### src/inc/mtrb_defs.vh
// Register map, value limits and reset values of the motion test register bank.
// Included by the register bank design file; holds definitions only.
`ifndef MTRB_DEFS_VH
`define MTRB_DEFS_VH

`define MTRB_ADDR_W          8
`define MTRB_OFF_BUTTON      8'h02
`define MTRB_OFF_X_LOW       8'h03
`define MTRB_OFF_Y_LOW       8'h04
`define MTRB_OFF_XY_HIGH     8'h05
`define MTRB_OFF_WHEEL       8'h06
`define MTRB_OFF_QUALITY     8'h07
`define MTRB_OFF_EXP_HIGH    8'h08
`define MTRB_OFF_EXP_LOW     8'h09

`define MTRB_RST_MOTION      12'h000
`define MTRB_RST_BYTE        8'h00
`define MTRB_RST_EXPOSURE    16'h0064
`define MTRB_RST_EXP_LOW     8'h64
`define MTRB_DEBOUNCE_CYCLES 16
`define MTRB_WHEEL_MAX       8'h7f
`define MTRB_WHEEL_MIN       8'h81
`define MTRB_QUALITY_MAX     8'h80
`define MTRB_UNMAPPED_DATA   8'h00

`endif

### src/logic/mtrb_button_filter.v
// Debounce filter for one button input.
// Assumes the raw level is already synchronous to sys_clk.
`timescale 1ns/1ns
module mtrb_button_filter #(
  parameter STABLE_CYCLES = 16
) (
  // Clock and reset
  input  wire sys_clk,
  input  wire rst_b,
  // Button
  input  wire raw_level,
  output reg  clean_level
);

  reg  [4:0]  stable_count_reg;
  wire [31:0] last_count;

  // Last count before a changed level is accepted
  assign last_count = STABLE_CYCLES - 1;

  always @(posedge sys_clk) begin
    if (!rst_b) begin
      stable_count_reg <= 5'h00;
      clean_level      <= 1'b0;
    end else if (raw_level == clean_level) begin
      stable_count_reg <= 5'h00;
    end else if (stable_count_reg == last_count[4:0]) begin
      stable_count_reg <= 5'h00;
      clean_level      <= raw_level;
    end else begin
      stable_count_reg <= stable_count_reg + 5'h01;
    end
  end

endmodule

### src/logic/mtrb_register_bank.v
// Read-only test register bank: buttons, motion, wheel, surface quality, exposure time.
// Assumes the USB function side presents byte reads as a one-cycle strobe with an address
// and that the sensing core delivers its values synchronous to sys_clk.
//
// Function
// - Buttons three, two, one in bits 2..0
// - Button bits come from debounced signals
// - X-low holds low byte of X motion
// - Y-low holds low byte of Y motion
// - XY-high holds X[11:8] upper, Y[11:8] lower
// - Motion values are two's-complement, resolution scaled
// - Y-low/XY-high without X-low read return zero
// - Wheel count clamped to -127..127
// - Surface quality never above 128
// - Exposure high/low form 16-bit clock count
// - Reset values zero, exposure low 0x64
// - USB reset or power loss disables access
`timescale 1ns/1ns
`include "mtrb_defs.vh"
module mtrb_register_bank (
  // Clock and reset
  input  wire        sys_clk,
  input  wire        rst_b,
  // USB register access
  input  wire        usb_reset,
  input  wire        reg_read,
  input  wire [7:0]  reg_addr,
  output reg  [7:0]  reg_rdata,
  output reg         reg_rvalid,
  // Sensing core
  input  wire [2:0]  button_raw,
  input  wire        motion_load,
  input  wire [11:0] motion_x,
  input  wire [11:0] motion_y,
  input  wire        wheel_load,
  input  wire [7:0]  wheel_in,
  input  wire        frame_done,
  input  wire [7:0]  quality_in,
  input  wire [15:0] exposure_in
);

  ////////////////////////////////////////////////////////////////////////
  // Debounced buttons

  wire [2:0] button_clean;

  genvar gi;
  generate
    for (gi = 0; gi < 3; gi = gi + 1) begin : g_btn
      mtrb_button_filter #(
        .STABLE_CYCLES (`MTRB_DEBOUNCE_CYCLES)
      ) u_filter (
        .sys_clk     (sys_clk),
        .rst_b       (rst_b),
        .raw_level   (button_raw[gi]),
        .clean_level (button_clean[gi])
      );
    end
  endgenerate

  ////////////////////////////////////////////////////////////////////////
  // Captured values

  reg [11:0] motion_x_reg;
  reg [11:0] motion_y_reg;
  reg [7:0]  wheel_reg;
  reg [7:0]  quality_reg;
  reg [15:0] exposure_reg;
  reg [7:0]  exp_low_latch_reg;
  reg        x_read_reg;

  reg [11:0] motion_x_next;
  reg [11:0] motion_y_next;
  reg [7:0]  wheel_next;
  reg [7:0]  quality_next;
  reg [15:0] exposure_next;
  reg [7:0]  exp_low_latch_next;
  reg        x_read_next;

  // Minus 128 has no positive partner, so it is held at minus 127
  function [7:0] clamp_wheel;
    input [7:0] v;
    begin
      if (v == 8'h80) begin
        clamp_wheel = `MTRB_WHEEL_MIN;
      end else begin
        clamp_wheel = v;
      end
    end
  endfunction

  function [7:0] clamp_quality;
    input [7:0] v;
    begin
      if (v > `MTRB_QUALITY_MAX) begin
        clamp_quality = `MTRB_QUALITY_MAX;
      end else begin
        clamp_quality = v;
      end
    end
  endfunction

  // True when an accepted read targets the given offset
  function read_hit;
    input       ok;
    input [7:0] addr;
    input [7:0] target;
    begin
      read_hit = ok && (addr == target);
    end
  endfunction

  ////////////////////////////////////////////////////////////////////////
  // Access qualification

  wire access_ok;
  wire x_low_hit;
  wire exp_high_hit;

  // Reads are ignored while the port is held in USB reset
  assign access_ok    = reg_read && !usb_reset;
  assign x_low_hit    = read_hit(access_ok, reg_addr, `MTRB_OFF_X_LOW);
  assign exp_high_hit = read_hit(access_ok, reg_addr, `MTRB_OFF_EXP_HIGH);

  ////////////////////////////////////////////////////////////////////////
  // Next values

  always @* begin
    motion_x_next      = motion_x_reg;
    motion_y_next      = motion_y_reg;
    wheel_next         = wheel_reg;
    quality_next       = quality_reg;
    exposure_next      = exposure_reg;
    exp_low_latch_next = exp_low_latch_reg;
    x_read_next        = x_read_reg;

    if (motion_load) begin
      motion_x_next = motion_x;
      motion_y_next = motion_y;
    end

    if (wheel_load) begin
      wheel_next = clamp_wheel(wheel_in);
    end

    if (frame_done) begin
      quality_next  = clamp_quality(quality_in);
      exposure_next = exposure_in;
    end

    // USB reset forgets the X-low read, so the read order starts over
    if (usb_reset) begin
      x_read_next = 1'b0;
    end else if (x_low_hit) begin
      x_read_next = 1'b1;
    end

    // High and low byte handed out from one exposure sample
    if (exp_high_hit) begin
      exp_low_latch_next = exposure_reg[7:0];
    end
  end

  ////////////////////////////////////////////////////////////////////////
  // State registers

  always @(posedge sys_clk) begin
    if (!rst_b) begin
      motion_x_reg      <= `MTRB_RST_MOTION;
      motion_y_reg      <= `MTRB_RST_MOTION;
      wheel_reg         <= `MTRB_RST_BYTE;
      quality_reg       <= `MTRB_RST_BYTE;
      exposure_reg      <= `MTRB_RST_EXPOSURE;
      exp_low_latch_reg <= `MTRB_RST_EXP_LOW;
      x_read_reg        <= 1'b0;
    end else begin
      motion_x_reg      <= motion_x_next;
      motion_y_reg      <= motion_y_next;
      wheel_reg         <= wheel_next;
      quality_reg       <= quality_next;
      exposure_reg      <= exposure_next;
      exp_low_latch_reg <= exp_low_latch_next;
      x_read_reg        <= x_read_next;
    end
  end

  ////////////////////////////////////////////////////////////////////////
  // Read data

  reg [7:0] rdata_next;

  always @* begin
    rdata_next = `MTRB_UNMAPPED_DATA;
    case (reg_addr)
      `MTRB_OFF_BUTTON:   rdata_next = {5'h00, button_clean};
      `MTRB_OFF_X_LOW:    rdata_next = motion_x_reg[7:0];
      `MTRB_OFF_Y_LOW:    rdata_next = x_read_reg ? motion_y_reg[7:0] : 8'h00;
      `MTRB_OFF_XY_HIGH:  rdata_next = x_read_reg ? {motion_x_reg[11:8], motion_y_reg[11:8]} : 8'h00;
      `MTRB_OFF_WHEEL:    rdata_next = wheel_reg;
      `MTRB_OFF_QUALITY:  rdata_next = quality_reg;
      `MTRB_OFF_EXP_HIGH: rdata_next = exposure_reg[15:8];
      `MTRB_OFF_EXP_LOW:  rdata_next = exp_low_latch_reg;
      default:            rdata_next = `MTRB_UNMAPPED_DATA;
    endcase
  end

  always @(posedge sys_clk) begin
    if (!rst_b) begin
      reg_rdata  <= 8'h00;
      reg_rvalid <= 1'b0;
    end else begin
      reg_rvalid <= access_ok;
      reg_rdata  <= access_ok ? rdata_next : 8'h00;
    end
  end

endmodule
### config.mk
export PLATFORM = sky130hd
export DESIGN_NAME = mtrb_register_bank
export DESIGN_NICKNAME = d
export VERILOG_FILES = /design/src/logic/mtrb_button_filter.v /design/src/logic/mtrb_register_bank.v
export VERILOG_INCLUDE_DIRS = /design/src /design/src/inc
export SDC_FILE = /design/constraint.sdc
export NUM_CORES = 1
export LEC_CHECK = 0
export BUFFER_PORTS_ARGS = -buffer_cell sky130_fd_sc_hd__clkbuf_2
export CELL_PAD_IN_SITES_DETAIL_PLACEMENT = 1
export CELL_PAD_IN_SITES_GLOBAL_PLACEMENT = 2
export CORE_ASPECT_RATIO = 1.25
export CORE_MARGIN = 3
export CORE_UTILIZATION = 38
export CTS_BUF_LIST = sky130_fd_sc_hd__clkbuf_4
export DETAILED_ROUTE_END_ITERATION = 6
export PLACE_DENSITY_LB_ADDON = 0.1
export SYNTH_ARGS = -nofsm -noshare
export SYNTH_HDL_FRONTEND = slang
export SYNTH_SLANG_ARGS = --single-unit
### constraint.sdc
create_clock -name sys_clk -period 2.5 [get_ports sys_clk]
set_input_delay 0.25 -clock sys_clk [delete_from_list [all_inputs] [get_ports sys_clk]]
set_output_delay 0.25 -clock sys_clk [all_outputs]
set_load 0.05 [all_outputs]
== Word level (Yosys, flattened, before mapping) ==
Index checks and enable logic that the tools add are counted.

* Output and inout port bits: 9
* Input bits: 74
* Logic and storage cells: 55
* Register bits after elaboration: 92

* Bitwise logic cells: 4
* Reductions and logical operators: 12
* Eq/ne operators: 15
* Muxes and demuxes: 5
* Add/subtract/negate cells: 3
* Magnitude comparators: 1

{| class="wikitable"
|+ Operators by type and width
! kind !! count
|-
| 8-bit case mux with 8 select lines || 1
|-
| 8-bit by 3-bit == test with 1-bit output, second input constant || 4
|-
| 8-bit 2-to-1 mux || 4
|-
| 8-bit by 2-bit == test with 1-bit output, second input constant || 2
|-
| 8-bit by 4-bit == test with 1-bit output, second input constant || 2
|-
| 5-bit by 1-bit adder with 5-bit output, second input constant || 3
|-
| 5-bit by 4-bit == test with 1-bit output, second input constant || 3
|-
| 3-bit OR reduction || 3
|-
| 8-bit == test, second input constant || 1
|-
| 8-bit greater-than comparator, second input constant || 1
|-
| 2-bit AND reduction || 4
|-
| 1-bit NOT || 4
|-
| 1-bit == test || 3
|-
| 1-bit logical AND || 3
|-
| 2-bit OR reduction || 1
|-
| 1-bit zero test || 1
|}

== Depth between registers and ports, before layout ==
* Depth in word-level cells: 3
* Gate-level depth with buffers: 5
* Depth with buffers taken out: 5

== By module ==
A second synthesis with hierarchy kept.

* Cell total of the unflattened synthesis: 388
* Area total of the unflattened synthesis: 4008.8 µm²

{| class="wikitable"
|+ Modules (own cells, without submodules)
! module !! cells an instance !! instances !! sequential area each (µm²) !! area each (µm²)
|-
| mtrb_register_bank || 319 || 1 || 1481.4 || 3299.4
|-
| mtrb_button_filter || 23 || 3 || 120.1 || 236.5
|}

== Least setup slack after synthesis ==
Ideal clock, no wire load.

* Path type: register -> register
* Start: reg g_btn[2].u_filter.stable_count_reg[0]
* End: reg g_btn[2].u_filter.stable_count_reg[2]
* Buffers on the path: 0
* Cell stages (with the launch flop): 6
* Data arrival time: 1.402 ns
* Slack: 1.033 ns
* Setup time: 0.065 ns
* Cell sequence: dfxtp_1 -> ha_1 -> and3_1 -> ha_1 -> or3_1 -> nor2_1

* Word-level cells in the longest chain between the ends: 2

{| class="wikitable"
|+ Ends and longest elaborated chain
! element !! line !! RTL
|-
| start, declared || mtrb_button_filter.v:15 || <nowiki>reg [4:0] stable_count_reg;</nowiki>
|-
| start signal, assigned || mtrb_button_filter.v:31 || <nowiki>stable_count_reg <= stable_count_reg + 5'h01;</nowiki>
|-
| parallel branches: the longest is 2 deep, another holds 5-bit by 1-bit adder with 5-bit output || n/a ||
|}

Parallel ways; which one is timed is not known.
A chain may end at the register's enable or synchronous reset.

== Worst setup path after layout ==
* Start: reg g_btn[2].u_filter.stable_count_reg[0]
* End: reg g_btn[2].u_filter.stable_count_reg[3]

Same word-level chain as after synthesis.

==> flow_summary.toml <==
[logic_synthesis]
synth_area_um2 = 3980
synthMuxAreaShare_pct = 19.8
synthAdderAreaFrac_pct = 1.89
synthSimpleGateAreaFrac_pct = 16.3
synth_seq_area_share_pct = 46.3
ys_types = 47
synth_xor_area_share_pct = 1.98
synth_warnings = 0
synth-async-reset-ratio_pct = 0
ys_seq_elements = 92
synth_compound_area_share_pct = 9.51
ys.flop_type = "dfxtp_1"
synth_edf_count = 0
synth_top_family_by_area = "multiplexers"
post_synth.cell_area_avg_um2 = 10.2
postSynthCellCount = 390
synth_fp_nets = 470

[layout]
syn_to_final_growth_pct = 15.8
final_nets = 543
drive_above_1_share_pct = 25.9
layout_commonest_cell = "dfxtp_1"
largest_reg_flops = 16
fillers = 1183
final_cell_mix = "dfxtp_1 (92), clkbuf_2 (82), mux2i_1 (72), nor2_1 (64), a21oi_1 (22)"
fin_util_pct = 45.3

[sta]
max_slew_margin_pct = 46.8
tns_ns = 0
worst_pin_slew_ns = 0.798
drv_slew = 0
period_share_pct = 64.7
period_needed_ns = 1.62
worst_clock_skew_ns = 0.0135
hold_viol = 0
setup_viol = 0
rsz0062_at_grt = "no"
max_freq_mhz = 618
timing.final.ws_setup_ns = 0.883

[floorplan]
rows = 41
die_x_um = 97.5
core_area_um2 = 10200
start_util_pct = 39.1
pin_count = 83
fp.dieArea_um2 = 11700
fp.dieH_um = 120

[route]
wl_per_cell_um = 16.4
avgViaCountPerCell = 5.05
num_vias = 3022
drt_first_iter_violations = 109
drtAntennaViolNets = 0
drc = 0
wl_um = 9810
drtPass1Iterations = 4

[clock_network]
numCtsBuffers = 9
cts_hold_buf = 3
cts_sinks = 92
h-tree-depth = 3
cts_tree = "yes"
clk_pin_slew_ns = 0.14
clockBufferDepth = 2
cts_resized = 0
insertion_delay_ns = 0.44
root_buffer = "clkbuf_4"
cts_setup_buffers = 0

[hold_path]
hold_path_class = "in -> reg"
whs_path_depth = 3
whs_endpoint = "exposure_reg[13]"
min_from = "exposure_in[13]"

[flow_run]
cap_violations = 0

[worst_setup_path]
end_kind = "flip-flop"
timing.rr.end = "g_btn[2].u_filter.stable_count_reg[3]"
reg2reg_slack_ns = 0.88
crit_fanout = 5
r2r.worst_path.cells = 5
cp.arrival_ns = 2.00
setup.worst_path.class = "reg -> reg"
worstReg2RegStart = "g_btn[2].u_filter.stable_count_reg[0]"
required_ns = 2.89
cp-start-kind = "flip-flop"

[pwr]
power.leakage_uw = 0.00198
power.density_nw_per_um2 = 576
peakVddDrop_uv = 305

[placement]
placement.io_buffers = 82
gp_congestion = 0.792
place_ws_ns = 0.697
dpl.hpwl_um = 7360

[grt]
grt_max_degree = 35
antenna_found_initial = 1
grt.overflow.total = 0
grt_pass1_wl_um = 15500
grtUsageTotal_pct = 16.8
grt_pass1_vias = 3116

[status]
status = "finished clean"
[through the flow]
step	cell area (µm²)	power (µW)	hold slack (ns)	instances
after floorplan	3980	1770	0.329	390
after global placement	4440	1880	0.428	578
after detailed placement	4440	1890	0.444	578
after CTS	4600	2690	0.0152	597
after global routing	4600	2790	0.00254	598
final	4600	2650	0.0340	598
[where the power goes]
part	total, µW	internal (µW)	switching, µW	leakage [µW]
clock network	797	307	490	0.0000712
logic	298	142	156	0.00116
registers	1560	1520	34.9	0.000753
[kinds of logic after synthesis]
family / count (synthesis)
xor gates and xnor gates: 9
adders and majority gates: 6
muxes: 78
AOI/OAI and AO/OA: 53
and+or+nand+nor: 117
DFF: 92
buffers and inverters: 35
[final cells by class]
| class | count | area, µm² | share of cell area [%] |
|---|---|---|---|
| multi-input cells | 263 | 1970 | 42.7 |
| flip-flops and latches | 92 | 1840 | 40.0 |
| diodes | 1 | 2.50 | 0.0543 |
| inverters | 8 | 30.0 | 0.652 |
| clock inverters | 6 | 55.1 | 1.20 |
| well taps | 129 | 161 | 3.51 |
| clock buffers | 10 | 75.1 | 1.63 |
| repair buffers | 89 | 470 | 10.2 |
[per-layer routing]
metal  track usage [%]  vias to the layer above  part of all wire (%)
li1                  -                     1520                     -
met1              21.0                     1437                    46
met4              6.15                        0                   1.4
met2              28.3                       54                    48
met3              3.75                       11                   3.9
met5                 0                        -                     0
[worst max-delay path by stage]
stage / cells after the start / slack [ns] / start / to
2_1_floorplan: 5 / 1.03 / g_btn[2].u_filter.stable_count_reg[0] / g_btn[2].u_filter.stable_count_reg[2]
6_report: 5 / 0.88 / g_btn[2].u_filter.stable_count_reg[0] / g_btn[2].u_filter.stable_count_reg[3]
3_5_place_dp: 4 / 0.70 / reg_addr[0] / exp_low_latch_reg[1]
5_1_grt: 5 / 0.80 / g_btn[2].u_filter.stable_count_reg[0] / g_btn[2].u_filter.stable_count_reg[3]
4_1_cts: 5 / 0.84 / g_btn[2].u_filter.stable_count_reg[0] / g_btn[2].u_filter.stable_count_reg[3]
3_3_place_gp: 4 / 0.75 / reg_addr[0] / exp_low_latch_reg[1]
[critical path, cell delays in order, from the launching register on]
cell and delay (ns):
dfxtp_1 0.35, ha_1 0.23, and3_1 0.19, ha_1 0.20, or3_1 0.46, nor2_1 0.14
[synthesized netlist by cell type (2+ instances only)]
cell type	instances	area share, %
o31ai_2	5	1.6
o22a_1	6	1.3
mux2_2	6	1.7
nor3_1	2	0.25
nor2_1	64	6.0
a31oi_1	3	0.47
and3b_1	2	0.44
nand3_1	3	0.38
buf_6	2	0.57
a22oi_1	4	0.76
o21ai_1	3	0.38
nor4_2	3	0.94
xor2_1	3	0.66
a21oi_1	22	2.8
buf_2	12	1.5
clkbuf_1	12	1.1
xnor2_1	6	1.3
and3_1	3	0.47
o32a_1	4	1.0
nand2_1	3	0.28
nand2b_1	9	1.4
mux2i_1	72	18
or3_1	3	0.47
dfxtp_1	92	46
nand4_1	5	0.79
inv_1	7	0.66
nand3b_1	9	1.7
ha_1	6	1.9
No activity file was read; power rests on OpenSTA's default activity.
